$ cat src/hdl/viu_defs.svh
// offsets, field positions, reset values and sizes of the vectored interrupt unit
`ifndef VIU_DEFS_SVH
`define VIU_DEFS_SVH
`define VIU_ADR_REQ 8'hFA
`define VIU_ADR_MASK 8'hFB
`define VIU_ADR_PRIO 8'hF9
`define VIU_ADR_STAT 8'hF0
`define VIU_ADR_IEN 8'hF1
`define VIU_ADR_VEC 8'hF2
`define VIU_ADR_CTRL 8'hF3
`define VIU_MASK_GLOBAL 7
`define VIU_MASK_PROTECT 6
`define VIU_REQ_EDGE_HI 7
`define VIU_REQ_EDGE_LO 6
`define VIU_RESET_PC 16'h000C
`define VIU_VEC_BYTES 12
`define VIU_NSRC 6
`define VIU_RAM_LO 8'h80
`define VIU_RAM_HI 8'hEF
`define VIU_REQ_RST 8'h00
`define VIU_MASK_RST 8'h00
`define VIU_PRIO_RST 8'h00
`endif

$ cat src/hdl/viu_pkg.sv
// types of the vectored interrupt unit
package viu_pkg;
  typedef enum logic [4:0] {
    VIU_IDLE = 5'b00001,
    VIU_SAVE = 5'b00010,
    VIU_FETCH_HI = 5'b00100,
    VIU_FETCH_LO = 5'b01000,
    VIU_LOAD = 5'b10000
  } viu_state_t;
  typedef struct packed {
    logic cyc;
    logic stb;
    logic we;
    logic [3:0] sel;
    logic [7:0] adr;
    logic [31:0] dat;
  } viu_wb_req_t;
  typedef struct packed {
    logic [5:0] pin_ev;
    logic [1:0] timer_eoc;
  } viu_src_t;
endpackage

$ cat src/hdl/viu_top.sv
// vectored interrupt unit: request capture, masking, priority, vector fetch, wishbone registers
`timescale 1ns/10ps
`include "viu_defs.svh"
module viu_top (
  input wire logic clk_i, // system clock
  input wire logic rst_i, // synchronous reset, active high
  input wire logic wb_cyc_i, // wishbone cycle
  input wire logic wb_stb_i, // wishbone strobe
  input wire logic wb_we_i, // wishbone write
  input wire logic [3:0] wb_sel_i, // wishbone byte selects
  input wire logic [7:0] wb_adr_i, // wishbone byte address
  input wire logic [31:0] wb_dat_i, // wishbone write data
  output logic [31:0] wb_dat_o, // wishbone read data
  output logic wb_ack_o, // wishbone acknowledge
  input wire logic [3:0] port3_i, // port 3 input lines bit3..bit0
  input wire logic comparator_one_output_i, // comparator one output level
  input wire logic comparator_two_output_i, // comparator two output level
  input wire logic analog_mode_i, // comparators replace bit1/bit2 pins
  input wire logic timer_zero_eoc_i, // timer zero end of count pulse
  input wire logic timer_one_eoc_i, // timer one end of count pulse
  input wire logic halt_i, // core is halted
  input wire logic [15:0] pc_i, // core program counter to save
  input wire logic [7:0] flags_i, // core status flags to save
  input wire logic protect_option_i, // ram protect option programmed
  input wire logic [7:0] ram_adr_i, // register file address of core access
  output logic ram_block_o, // core access to ram must be blocked
  output logic [11:0] vec_adr_o, // program memory byte address of vector fetch
  output logic vec_rd_o, // vector fetch read strobe
  input wire logic [7:0] vec_dat_i, // program memory byte, valid cycle after vec_rd_o
  output logic save_o, // pulse: core pushes pc and flags
  output logic [15:0] saved_pc_o, // pc captured in the save_o cycle after grant
  output logic [7:0] saved_flags_o, // flags captured in the save_o cycle after grant
  output logic pc_load_o, // pulse: pc_o takes the new vector at the end of this cycle
  output logic [15:0] pc_o, // new program counter
  output logic wake_o, // leave halt
  output logic int_o // level interrupt of unit status events
);
  import viu_pkg::*;

  // ----------------------------------------
  // input capture
  // ----------------------------------------
  logic [3:0] sync1;
  logic [3:0] sync2;
  logic [3:0] prev;
  logic [1:0] cmp1;
  logic [1:0] cmp2;
  logic [1:0] cmp_prev;
  always_ff @(posedge clk_i)
  begin
    if (rst_i)
    begin
      sync1 <= 4'h0;
      sync2 <= 4'h0;
      prev <= 4'h0;
      cmp1 <= 2'h0;
      cmp2 <= 2'h0;
      cmp_prev <= 2'h0;
    end
    else
    begin
      sync1 <= port3_i;
      sync2 <= sync1;
      prev <= sync2;
      cmp1 <= {comparator_two_output_i, comparator_one_output_i};
      cmp2 <= cmp1;
      cmp_prev <= cmp2;
    end
  end

  // ----------------------------------------
  // edge selection
  // ----------------------------------------
  function automatic logic edge_hit(input logic now, input logic was, input logic [1:0] mode);
    logic fall;
    logic rise;
    fall = was & ~now;
    rise = now & ~was;
    unique case (mode)
      2'b00: edge_hit = fall;
      2'b01: edge_hit = rise;
      2'b10: edge_hit = fall;
      2'b11: edge_hit = fall | rise;
    endcase
  endfunction

  logic [7:0] req;
  logic [7:0] mask;
  logic [7:0] prio;
  logic [1:0] edge_sel;
  logic b1_now;
  logic b1_was;
  logic b2_now;
  logic b2_was;
  logic [1:0] mode_b1;
  logic [1:0] mode_b2;
  logic [5:0] ev;
  always_comb
  begin
    edge_sel = req[`VIU_REQ_EDGE_HI:`VIU_REQ_EDGE_LO];
    b1_now = analog_mode_i ? cmp2[0] : sync2[1];
    b1_was = analog_mode_i ? cmp_prev[0] : prev[1];
    b2_now = analog_mode_i ? cmp2[1] : sync2[2];
    b2_was = analog_mode_i ? cmp_prev[1] : prev[2];
    // bit1 is the first pin, bit2 the second
    mode_b1 = (edge_sel == 2'b11) ? 2'b11 : (edge_sel[1] ? 2'b01 : 2'b00);
    mode_b2 = (edge_sel == 2'b11) ? 2'b11 : (edge_sel[0] ? 2'b01 : 2'b00);
    ev[0] = edge_hit(b2_now, b2_was, mode_b2);
    ev[1] = prev[3] & ~sync2[3];
    ev[2] = edge_hit(b1_now, b1_was, mode_b1);
    ev[3] = prev[0] & ~sync2[0];
    ev[4] = timer_zero_eoc_i;
    ev[5] = timer_one_eoc_i;
  end

  // ----------------------------------------
  // wishbone decode
  // ----------------------------------------
  logic wb_hit;
  logic wr;
  logic [7:0] wbyte;
  logic [5:0] stat;
  logic [5:0] ien;
  logic [5:0] grant_oh;
  logic grant;
  logic [2:0] grant_idx;
  viu_state_t state;
  viu_wb_req_t wbr;
  // bus request carried as one record
  always_comb
  begin
    wbr.cyc = wb_cyc_i;
    wbr.stb = wb_stb_i;
    wbr.we = wb_we_i;
    wbr.sel = wb_sel_i;
    wbr.adr = wb_adr_i;
    wbr.dat = wb_dat_i;
  end
  assign wb_hit = wbr.cyc & wbr.stb & ~wb_ack_o;
  assign wr = wb_hit & wbr.we & wbr.sel[0];
  assign wbyte = wbr.dat[7:0];

  // write strobe of one register address
  function automatic logic wr_at(input logic w, input logic [7:0] a, input logic [7:0] want);
    wr_at = w & (a == want);
  endfunction

  always_ff @(posedge clk_i)
  begin
    if (rst_i)
      wb_ack_o <= 1'b0;
    else
      wb_ack_o <= wb_hit;
  end

  always_ff @(posedge clk_i)
  begin
    if (rst_i)
      wb_dat_o <= 32'h0000_0000;
    else if (wb_hit & ~wb_we_i)
    begin
      unique case (wb_adr_i)
        `VIU_ADR_REQ: wb_dat_o <= {24'h000000, req};
        `VIU_ADR_MASK: wb_dat_o <= {24'h000000, mask};
        `VIU_ADR_PRIO: wb_dat_o <= {24'h000000, prio};
        `VIU_ADR_STAT: wb_dat_o <= {26'h0000000, stat};
        `VIU_ADR_IEN: wb_dat_o <= {26'h0000000, ien};
        `VIU_ADR_VEC: wb_dat_o <= {16'h0000, pc_o};
        `VIU_ADR_CTRL: wb_dat_o <= {27'h0000000, state};
        default: wb_dat_o <= 32'h0000_0000;
      endcase
    end
  end

  // ----------------------------------------
  // request, mask and priority registers
  // ----------------------------------------
  logic [5:0] clr_grant;
  assign clr_grant = (state == VIU_SAVE) ? grant_oh : 6'h00;

  always_ff @(posedge clk_i)
  begin
    if (rst_i)
      req <= `VIU_REQ_RST;
    else
    begin
      if (wr_at(wr, wbr.adr, `VIU_ADR_REQ))
        req <= {wbyte[7:6], wbyte[5:0] | ev}; // set beats software clear
      else
        req <= {req[7:6], (req[5:0] & ~clr_grant) | ev};
    end
  end

  logic int_disable;
  always_ff @(posedge clk_i)
  begin
    if (rst_i)
      mask <= `VIU_MASK_RST;
    else if (wr_at(wr, wbr.adr, `VIU_ADR_MASK))
      // a grant in the same cycle still turns the global enable off
      mask <= {wbyte[`VIU_MASK_GLOBAL] & ~int_disable, wbyte[6:0]};
    else if (int_disable)
      mask[`VIU_MASK_GLOBAL] <= 1'b0;
  end

  always_ff @(posedge clk_i)
  begin
    if (rst_i)
      prio <= `VIU_PRIO_RST;
    else if (wr_at(wr, wbr.adr, `VIU_ADR_PRIO))
      prio <= wbyte;
  end

  // ram protect, either read or write
  assign ram_block_o = protect_option_i & mask[`VIU_MASK_PROTECT]
    & (ram_adr_i >= `VIU_RAM_LO) & (ram_adr_i <= `VIU_RAM_HI);

  // ----------------------------------------
  // priority encoder
  // ----------------------------------------
  logic [5:0] pend;
  assign pend = req[5:0] & mask[5:0] & {6{mask[`VIU_MASK_GLOBAL]}};

  // rotating order: priority register low bits choose the source checked first
  function automatic logic [2:0] pick(input logic [5:0] p, input logic [2:0] start);
    logic [2:0] k;
    pick = 3'd7;
    for (int i = `VIU_NSRC - 1; i >= 0; i--)
    begin
      k = 3'((int'(start) + i) % `VIU_NSRC);
      if (p[k])
        pick = k;
    end
  endfunction

  logic [2:0] first;
  assign first = (prio[2:0] < 3'd6) ? prio[2:0] : 3'd0;
  assign grant_idx = pick(pend, first);
  assign grant = (grant_idx != 3'd7);

  // ----------------------------------------
  // interrupt machine cycle
  // ----------------------------------------
  logic [2:0] cur;
  logic [7:0] vec_hi;
  assign grant_oh = 6'(6'h01 << cur);
  assign int_disable = (state == VIU_IDLE) & grant;

  always_ff @(posedge clk_i)
  begin
    if (rst_i)
    begin
      state <= VIU_IDLE;
      cur <= 3'd0;
      vec_hi <= 8'h00;
      saved_pc_o <= 16'h0000;
      saved_flags_o <= 8'h00;
      pc_o <= `VIU_RESET_PC;
    end
    else
    begin
      unique case (state)
        VIU_IDLE:
          if (grant)
          begin
            cur <= grant_idx;
            state <= VIU_SAVE; // halt does not stop the grant
          end
        VIU_SAVE:
        begin
          saved_pc_o <= pc_i;
          saved_flags_o <= flags_i;
          state <= VIU_FETCH_HI;
        end
        VIU_FETCH_HI:
          state <= VIU_FETCH_LO;
        VIU_FETCH_LO:
        begin
          vec_hi <= vec_dat_i;
          state <= VIU_LOAD;
        end
        VIU_LOAD:
        begin
          pc_o <= {vec_hi, vec_dat_i};
          state <= VIU_IDLE;
        end
        default:
          state <= VIU_IDLE;
      endcase
    end
  end

  logic [11:0] vbase;
  assign vbase = {8'h00, cur, 1'b0};
  assign vec_rd_o = (state == VIU_FETCH_HI) | (state == VIU_FETCH_LO);
  assign vec_adr_o = (state == VIU_FETCH_LO) ? (vbase | 12'h001) : vbase;
  assign save_o = (state == VIU_SAVE);
  assign pc_load_o = (state == VIU_LOAD);
  assign wake_o = halt_i & (state == VIU_SAVE);

  // ----------------------------------------
  // unit status interrupt
  // ----------------------------------------
  always_ff @(posedge clk_i)
  begin
    if (rst_i)
      stat <= 6'h00;
    else if (wr_at(wr, wbr.adr, `VIU_ADR_STAT))
      stat <= (stat & ~wbyte[5:0]) | ev;
    else
      stat <= stat | ev;
  end

  always_ff @(posedge clk_i)
  begin
    if (rst_i)
      ien <= 6'h00;
    else if (wr_at(wr, wbr.adr, `VIU_ADR_IEN))
      ien <= wbyte[5:0];
  end

  assign int_o = |(stat & ien);
endmodule // viu_top

$ cat config.mk
export PLATFORM = sky130hd
export DESIGN_NAME = viu_top
export DESIGN_NICKNAME = d
export VERILOG_FILES = /design/src/hdl/viu_pkg.sv /design/src/hdl/viu_top.sv
export VERILOG_INCLUDE_DIRS = /design/src /design/src/hdl
export SDC_FILE = /design/constraint.sdc
export NUM_CORES = 1
export LEC_CHECK = 0
export BUFFER_PORTS_ARGS = -buffer_cell sky130_fd_sc_hd__buf_4
export CORE_MARGIN = 4
export CORE_UTILIZATION = 40
export CTS_BUF_LIST = sky130_fd_sc_hd__clkbuf_4
export DETAILED_ROUTE_END_ITERATION = 7
export MAX_ROUTING_LAYER = met4
export RECOVER_POWER = 100
export SYNTH_ARGS = -nofsm -noshare
export SYNTH_HDL_FRONTEND = slang
export SYNTH_SLANG_ARGS = --single-unit
$ cat constraint.sdc
create_clock -name clk_i -period 3.76 [get_ports clk_i]
set_clock_uncertainty 0.2 [all_clocks]
set_input_delay 0.188 -clock clk_i [delete_from_list [all_inputs] [get_ports clk_i]]
set_output_delay 0.188 -clock clk_i [all_outputs]
set_load 0.01 [all_outputs]
# Word-level counts from Yosys, hierarchy flattened
# Index checks and enable logic that the tools add are counted.
totals:
  regBits: 143
  inputBits: 100
  out_inout_bits: 91
  word_cells: 153
op_classes:
  div: 6
  addsub: 5
  n_mux: 38
  eq_ne: 21
  order_cmp: 9
  shift: 1
  reduce_logical: 7
  n_bitwise: 45
ops:
  columns: ["op", "n"]
  rows:
  - ["remainder unit 32 x 4 -> 32 bit, second input constant", 5]
  - ["one-hot mux 16 bit (7 select lines)", 1]
  - ["equality test 8 bit, second input constant", 7]
  - ["remainder unit 4 x 4 -> 32 bit, second input constant", 1]
  - ["bitwise AND 6 bit", 5]
  - ["< comparator 3 x 4 -> 1 bit, second input constant", 6]
  - ["bitwise OR 6 bit", 4]
  - ["bitwise AND 1 bit", 22]
  - ["two-way mux 3 bit", 7]
  - ["one-hot mux 5 bit (4 select lines)", 1]
  - ["binary-select mux 1 bit (select 3 bit)", 6]
  - ["two-way mux 6 bit", 3]
  - ["two-way mux 1 bit", 15]
  - ["inverter 6 bit", 2]
  - ["equality test 2 bit, second input constant", 5]
  - ["inverter 1 bit", 9]
  - ["adder 3 x 2 -> 4 bit, second input constant", 2]
  - ["adder 3 x 3 -> 4 bit, second input constant", 2]
  - ["greater-or-equal comparator 8 bit, second input constant", 1]
  - ["<= comparator 8 bit, second input constant", 1]
  - ["one-hot mux 1 bit (3 select lines)", 2]
  - ["OR reduction 6 bit", 1]
  - ["<< shifter 1 x 3 -> 6 bit, first input constant", 1]
  - ["equality test 5 x 1 -> 1 bit, second input constant", 1]
  - ["16 further kinds", 22]

# Longest topological paths before layout
# Gate-level depths: netlist of the first run.
depth:
  depth_word: 17
  mapped_depth: 12
  ltp_nobuf: 11

# Worst setup path after synthesis of the first run
# Ideal clock, no wire load.
synth_timing:
  path_type: "reg-to-reg"
  startpoint: "reg prio[1]"
  endpoint: "reg cur[1]"
  stages_incl_launch_ff: 13
  path_buffers: 1
  synth_period_minus_slack_ns: 2.802
  setup_time_ns: 0.119
  setup_slack_ns: 0.958
  arrival_time_ns: 2.483
  t_required_ns: 3.441
  path_cell_list: "dfxtp_1 > inv_1 > ha_1 > buf_2 > or3b_1 > o32ai_1 > a31oi_1 > mux2_2 > nor3b_1 > a211oi_2 > o22ai_2 > a31oi_1 > o221a_1"
synth_via:
  elab_chain_cells: 14
  elab_cells_between_ends: 33
  classes_between: "5 x add/sub; 6 x div; 1 x order compare; 1 x eq/ne; 19 x mux; 1 x reduce/logical"
synth_rtl:
  columns: ["item", "line_no", "text"]
  rows:
  - ["start: declaration", "viu_top.sv:89", "logic [7:0] prio;"]
  - ["start signal: assignment", "viu_top.sv:209", "prio <= `VIU_PRIO_RST;"]
  - ["start signal: assignment", "viu_top.sv:211", "prio <= wbyte;"]
  - ["< comparator 3 bit", "viu_top.sv:237", "assign first = (prio[2:0] < 3'd6) ? prio[2:0] : 3'd0;"]
  - ["two-way mux 3 bit *", "viu_top.sv:237", null]
  - ["adder 3 x 3 -> 4 bit", "viu_top.sv:230", "k = 3'((int'(start) + i) % `VIU_NSRC);"]
  - ["remainder unit 32 x 4 -> 32 bit (no source line)", null, null]
  - ["binary-select mux 1 bit (select 3 bit)", "viu_top.sv:231", "if (p[k])"]
  - ["two-way mux 1 bit (not written as such)", "viu_top.sv:231", null]
  - ["two-way mux 3 bit (5 in series)", "viu_top.sv:231", null]
  - ["two-way mux 3 bit *", "viu_top.sv:231", null]
  - ["!= test 3 bit", "viu_top.sv:239", "assign grant = (grant_idx != 3'd7);"]
  - ["AND reduction 2 bit (no source line)", null, null]
  - ["end signal: assignment", "viu_top.sv:266", "cur <= grant_idx;"]
  - ["end: declaration", "viu_top.sv:244", "logic [2:0] cur;"]
# Every way passes the cells marked *; elsewhere a longest branch is shown, timed or not. The select of a mux whose other input is x is not followed.
# A chain may end at the register's enable or synchronous reset.

# Worst setup path after layout of the first run
layout_timing:
  startpoint: "reg prio[1]"
  endpoint: "reg cur[0]"
# Same word-level chain as after synthesis.

==> flow_metrics.tcl, run 1 <==
set metrics [dict create \
    irDropWorstVdd_mv 0.2892 \
    netlist_area_um2 6143 \
    num_vias 5952 \
    route.detailed.wl_per_inst_um 15.87 \
    grt_usage_pct 20.98 \
    ys.flop_type "dfxtp_1" \
    final_nets 1030 \
    post-dp-hpwl_um 12860 \
    slew_headroom_pct -19.58 \
    postCtsSetupBuffers 0 \
    p_leak_uw 0.003093 \
    tightest_slew_ns 1.794 \
    met3_usage_pct 5.611 \
    drc 0 \
    grt_remaining_overflow 0 \
    place_area_um2 7128 \
    ys_warn_count 0 \
    drtIter0Drc 363 \
    critical_path_class "flip-flop to flip-flop" \
    antenna_found_initial 0 \
    min_path_type "input pin to flip-flop" \
    setup.worst_path.start_class "flip-flop" \
    endpoint_kind "flip-flop" \
    ys_ff_latch 127 \
    slowest_stage "mux2i_1" \
    rsz0062_at_grt "false" \
    max_stage_delay_ns 0.53 \
    diodes 0 \
    fin_crit_ns 3.461 \
    mostFrequentLayoutCells "139 x nand2_1, 127 x dfxtp_1, 77 x a21oi_1, 71 x buf_4, 69 x clkbuf_1" \
    wirelength_um 17810 \
    cts.path.max_buffers 2 \
    cts_made_buffers 17 \
    core_um2 15150 \
    clock_latency_ns 0.53 \
    vias_per_cell 5.305 \
    grt_pass1_wl_um 29120 \
    rows 45 \
    cts_tree "done" \
    start_util_pct 40.56 \
    grt_max_degree 72 \
    ios 191 \
    drv_cap 1 \
    finalSetupViolCount 0 \
    cts_sinks 127 \
    fin_area_um2 7719 \
    met2_usage_pct 35.01 \
    use_met1_pct 24.77 \
    maxSlewViolCount 41 \
    synthToLayoutAreaGrowth_pct 25.64 \
    fmax_ghz 0.2890 \
    tns_ns 0 \
    grt_pass1_vias 5858 \
    drive_gt1_share_pct 12.96 \
    ant_nets 0 \
    busiest_layer "met2" \
    synth-async-reset-ratio_pct 0 \
    die_y_um 131.9 \
    htreeDepth 4 \
    cp.arrival_ns 3.73 \
    power.density_nw_per_um2 321.7 \
    crit_path_cell_trace "ha_1 > nand2b_1 > mux2i_1 > nand2_1 > a21oi_1 > nor2_1 > o31ai_1 > o21ai_2 > a31oi_1 > o221a_1" \
    dr.pass1.iters 6 \
    portBuffers 135 \
    gp_congestion 0.8801 \
    cts_repair_resize_count 0 \
    die-width_um 131.9 \
    holdBufCountCts 58 \
    seq_area_frac_synth_pct 41.38 \
    avgSynthCellArea_um2 8.246 \
    hold_viol_final 0 \
    critPathRequiredTime_ns 4.03 \
    syn_inst 745 \
    utilization_pct 50.96 \
    cp_max_fo 9 \
    violations "max-capacitance violations, max-slew violations" \
    synthDistinctLibCells 67 \
    cts.clk_slew.worst_paths_ns 0.11 \
    layout_commonest_cell "nand2_1" \
    cts_root_buffer "clkbuf_4" \
    synth_edf_count 0 \
    status "finished with violations" \
    place_ws_ns 0.3857 \
    finalWorstSetupSlack_ns 0.2993 \
    die_area_um2 17410 \
    post-route-period-util_pct 92.04 \
]
==> stage by stage <==
step	total power [uW]	hold slack, ns	cells
after floorplan	1479	0.1054	768
after global placement	1538	0.2097	1032
after detailed placement	1540	0.2049	1032
after CTS	2507	0.03713	1122
after global routing	2593	0.07413	1122
final	2483	0.09741	1122
==> logic make-up after synthesis <==
group           share of synthesized area, %
simple gates                           22.79
compound gates                         16.84
flops                                  41.38
buf+inv                                7.719
mux                                    9.083
fa+ha+maj                              1.833
xor+xnor                              0.2852
other cells                          0.06104
==> final cells by class <==
| class | instances | area [um2] |
|---|---|---|
| Clock buffer | 18 | 135.1 |
| Clock inverter | 14 | 142.6 |
| Timing Repair Buffer | 200 | 1385 |
| Multi-Input combinational cell | 556 | 3207 |
| Fill cell | 1508 | 7427 |
| Sequential cell | 127 | 2542 |
| Tap cell | 188 | 235.2 |
| Inverter | 19 | 71.32 |
==> critical path: cells and delay by family, from the launching register on <==
family	cells	cell delay, ns
AO/OA/AOI/OAI	5	1.27
adder cells (fa/ha/maj)	1	0.26
flip-flops	1	0.50
multiplexers	1	0.53
AND/OR/NAND/NOR	3	0.64
==> cell usage after synthesis (4+ instances only) <==
| library cell | instances | area, um2 |
|---|---|---|
| a211o_1 | 5 | 43.79 |
| a21oi_1 | 77 | 385.4 |
| a22oi_1 | 19 | 142.6 |
| a31oi_1 | 11 | 68.82 |
| and2_1 | 5 | 31.28 |
| and3_1 | 6 | 37.54 |
| buf_2 | 4 | 20.02 |
| buf_4 | 26 | 195.2 |
| clkbuf_1 | 27 | 101.4 |
| dfxtp_1 | 127 | 2542 |
| ha_1 | 9 | 112.6 |
| inv_1 | 16 | 60.06 |
| mux2i_1 | 51 | 510.5 |
| nand2_1 | 139 | 521.8 |
| nand2b_1 | 8 | 50.05 |
| nand3_1 | 18 | 90.09 |
| nand3b_1 | 4 | 30.03 |
| nand4_1 | 4 | 25.02 |
| nor2_1 | 65 | 244.0 |
| nor2b_1 | 23 | 143.9 |
| nor3_1 | 13 | 65.06 |
| o211ai_1 | 4 | 30.03 |
| o21ai_0 | 8 | 40.04 |
| o22ai_1 | 8 | 50.05 |
==> power breakdown <==
group / switching (uW) / internal (uW) / total (uW) / leakage, uW
clock network: 523 / 401 / 925 / 0.000150
logic: 87.3 / 103 / 190 / 0.00192
registers: 9.39 / 1360 / 1370 / 0.00103
==> path summary, 6_finish.rpt <==
check,from,endpoint,slack (ns),depth (start not counted)
hold / removal,wb_we_i,stat[1]$_SDFF_PP0_,0.1,6
hold reg to reg,sync1[2]$_SDFF_PP0_,sync2[2]$_SDFF_PP0_,0.25,1
setup reg to reg,prio[1]$_SDFFE_PP0P_,cur[0]$_SDFFE_PP0P_,0.30,10
setup / recovery,prio[1]$_SDFFE_PP0P_,cur[0]$_SDFFE_PP0P_,0.30,10
==> registers in the layout, summed over array words and instances, names as in the netlist <==
signal         count
state              5
saved_flags_o      8
cmp_prev           2
pc_o              16
ien                6
req                8
wb_dat_o          16
cur                3
cmp1               2
mask               8
sync2              4
prio               8
wb_ack_o           1
sync1              4
cmp2               2
prev               4
vec_hi             8
stat               6
saved_pc_o        16
==> per-layer routing <==
| layer | routed length [um] | vias up | share of wire (%) |
|---|---|---|---|
| met5 | 0 | - | 0 |
| met4 | 392 | 0 | 2.2 |
| met3 | 1050 | 29 | 5.9 |
| met2 | 8701 | 208 | 49 |
| met1 | 7663 | 2825 | 43 |
| li1 | - | 2890 | - |
No activity file was read; power rests on OpenSTA's default activity.
==> run 2, diff against run 1 <==
--- a/config.mk
+++ b/config.mk
@@ -6,12 +6,14 @@
 export SDC_FILE = /design/constraint.sdc
 export NUM_CORES = 1
 export LEC_CHECK = 0
+export ABC_AREA = 1
 export BUFFER_PORTS_ARGS = -buffer_cell sky130_fd_sc_hd__buf_4
 export CORE_MARGIN = 4
 export CORE_UTILIZATION = 40
 export CTS_BUF_LIST = sky130_fd_sc_hd__clkbuf_4
 export DETAILED_ROUTE_END_ITERATION = 7
 export MAX_ROUTING_LAYER = met4
+export PLACE_DENSITY = 0.65
 export RECOVER_POWER = 100
 export SYNTH_ARGS = -nofsm -noshare
 export SYNTH_HDL_FRONTEND = slang
==> flow_metrics.tcl, run 2 <==
set metrics [dict create \
    synth_edf_count 0 \
    crit_path_cell_trace "dlygate4sd3_1 > clkbuf_4 > nand2_1 > dlygate4sd3_1 > nor2_1 > nand3_1 > nor2_1 > inv_1 > nand3_1 > a31oi_1 > dlygate4sd3_1" \
    antenna_found_initial 1 \
    avgSynthCellArea_um2 6.977 \
    grt_max_degree 58 \
    slew_headroom_pct 13.87 \
    core_um2 14640 \
    muxShareOfSynthArea_pct 0 \
    met2_usage_pct 35.09 \
    finalSetupViolCount 0 \
    fill_cells 1503 \
    vias_per_cell 4.861 \
    synth-async-reset-ratio_pct 0 \
    synth_top_family_by_area "simple AND/OR/NAND/NOR gates" \
    critPathRequiredTime_ns 4.00 \
    met3_usage_pct 5.285 \
    min_path_type "input pin to flip-flop" \
    wirelength_um 17770 \
    hold_viol_final 0 \
    setup.worst_path.start_class "input pin" \
    critical_path_class "input pin to flip-flop" \
    max_stage_delay_ns 0.59 \
    gp_congestion 0.8587 \
    power.density_nw_per_um2 338.4 \
    rr_worst_depth 20 \
    synth_top_cell_by_area "dfxtp_1" \
    critPathTopFamily "buffers and inverters" \
    reg2reg_setup_slack_ns 0.58 \
    slowest_stage "nor2_1" \
    cts_root_buffer "clkbuf_4" \
    drtIter0Drc 352 \
    busiest_layer "met2" \
    synth_adder_area_share_pct 1.868 \
    ant_nets 0 \
    p_leak_uw 0.003503 \
    path_common_cell "dlygate4sd3_1" \
    synth_compound_area_share_pct 15.48 \
    top_regs "pc_o: 16 flops, saved_pc_o: 16 flops, wb_dat_o: 16 flops" \
    drv_cap 0 \
    drc 0 \
    multiInputGateArea_um2 2825 \
    cts_sinks 127 \
    htreeDepth 4 \
    crit_cells 11 \
    synth_commonest_cells "164 x nor2_1, 132 x nand2_1, 127 x dfxtp_1, 99 x inv_1, 86 x o21ai_0" \
    seq_area_frac_synth_pct 42.18 \
    tightest_slew_ns 1.292 \
    yosys.area.top_type_share_pct 42.18 \
    synthDistinctLibCells 43 \
    netlist_area_um2 6028 \
    crit-reg2reg-launch "prio[1]$_SDFFE_PP0P_" \
    worst-path-buf-inv 5 \
    layout_commonest_cell "nor2_1" \
    yosys-top-cells-area "dfxtp_1 42%, nor2_1 10%, nand2_1 8.2%" \
    hold_depth 6 \
    ios 191 \
    post-route-period-util_pct 85.75 \
    cts_made_buffers 17 \
    portBuffers 135 \
    die-width_um 130.8 \
    rows 44 \
    hold_start "wb_adr_i[1]" \
    postCtsSetupBuffers 0 \
    endpoint_kind "flip-flop" \
    cts.path.max_buffers 2 \
    syn_inst 864 \
    grt_pass1_vias 5726 \
    utilization_pct 52.98 \
    use_met1_pct 27.36 \
    cts_repair_resize_count 0 \
    die_y_um 130.8 \
    final_nets 1166 \
    tns_ns 0 \
    maxSlewViolCount 0 \
    rsz0062_at_grt "false" \
    mostFrequentLayoutCells "165 x nor2_1, 135 x nand2_1, 127 x dfxtp_1, 99 x inv_1, 86 x o21ai_0" \
    ys_ff_latch 127 \
    grt_pass1_wl_um 28430 \
    cts_tree "done" \
    power_uw 2626 \
    grt_remaining_overflow 0 \
    clock_latency_ns 0.55 \
    cts.clk_slew.worst_paths_ns 0.11 \
    num_vias 6100 \
    status "completed" \
    die_area_um2 17100 \
    ys.flop_type "dfxtp_1" \
    cp_max_fo 9 \
    cp.arrival_ns 3.46 \
    grt_usage_pct 21.90 \
    drive_gt1_share_pct 13.08 \
    synth-simple-area-share_pct 28.37 \
    ys_warn_count 0 \
    regToRegEndpoint "cur[0]$_SDFFE_PP0P_" \
    ff_latch_area_um2 2542 \
    yosysMostFrequentCell "nor2_1" \
    fmax_ghz 0.3102 \
    holdBufCountCts 62 \
    synthToLayoutAreaGrowth_pct 28.70 \
    fin_crit_ns 3.224 \
    irDropWorstVdd_mv 0.2264 \
    route.detailed.wl_per_inst_um 14.16 \
    post-dp-hpwl_um 12630 \
    start_util_pct 41.17 \
    hold_end "wb_dat_o[9]$_SDFFE_PP0P_" \
    synth_xor_area_share_pct 0 \
    dr.pass1.iters 5 \
]
run 2: kinds of logic after synthesis:
logic type,count (synthesis)
simple gates,394
other cells,1
buf+inv,164
fa+ha+maj,9
compound gates,169
flops,127
run 2: final cells by class:
| cell class | count | area share (%) |
|---|---|---|
| well taps | 184 | 2.967 |
| inverters | 111 | 5.370 |
| diodes | 1 | 0.03225 |
| multi-input cells | 596 | 36.41 |
| clock buffers | 20 | 1.935 |
| clock inverters | 12 | 2.161 |
| flip-flops and latches | 127 | 32.77 |
| repair buffers | 204 | 18.35 |
run 2: worst register-to-register path: cells and delay by family (launching register included):
| kind | cells | cell delay [ns] |
|---|---|---|
| AOI/OAI and AO/OA | 1 | 0.15 |
| adders and majority gates | 1 | 0.25 |
| buffers and inverters | 3 | 0.19 |
| DFF | 1 | 0.45 |
| and+or+nand+nor | 15 | 1.86 |
run 2: metal layers:
metal | wire length, um | share of wire [%]
met1 | 8055 | 45
met2 | 8408 | 47
met3 | 1026 | 5.8
met4 | 279 | 1.6
met5 | 0 | 0
run 2: worst max path at each step:
stage                              start                  end  slack, ns
finish                          wb_stb_i    req[5]$_SDFF_PP0_       0.54
global route        prio[1]$_SDFFE_PP0P_  cur[0]$_SDFFE_PP0P_       0.21
detailed placement  prio[1]$_SDFFE_PP0P_  cur[0]$_SDFFE_PP0P_       0.98
global placement    prio[1]$_SDFFE_PP0P_  cur[0]$_SDFFE_PP0P_       0.99
floorplan           prio[1]$_SDFFE_PP0P_  cur[0]$_SDFFE_PP0P_       1.37
CTS                             wb_stb_i    req[5]$_SDFF_PP0_       0.63
run 2: stage by stage:
step                area [um2]  worst slack (ns)  instances  hold slack, ns
finish                    7759            0.5358       1255         0.06373
global route              7759            0.2148       1255         0.06417
CTS                       8046            0.6317       1254         0.02972
detailed placement        7108            0.9769       1160          0.1922
global placement          7108            0.9913       1160          0.1896
floorplan                 6115             1.369        887         0.09497
run 2: where the power goes:
part	internal [uW]	switching, uW
logic	109	96.6
registers	1360	8.92
clock network	543	507
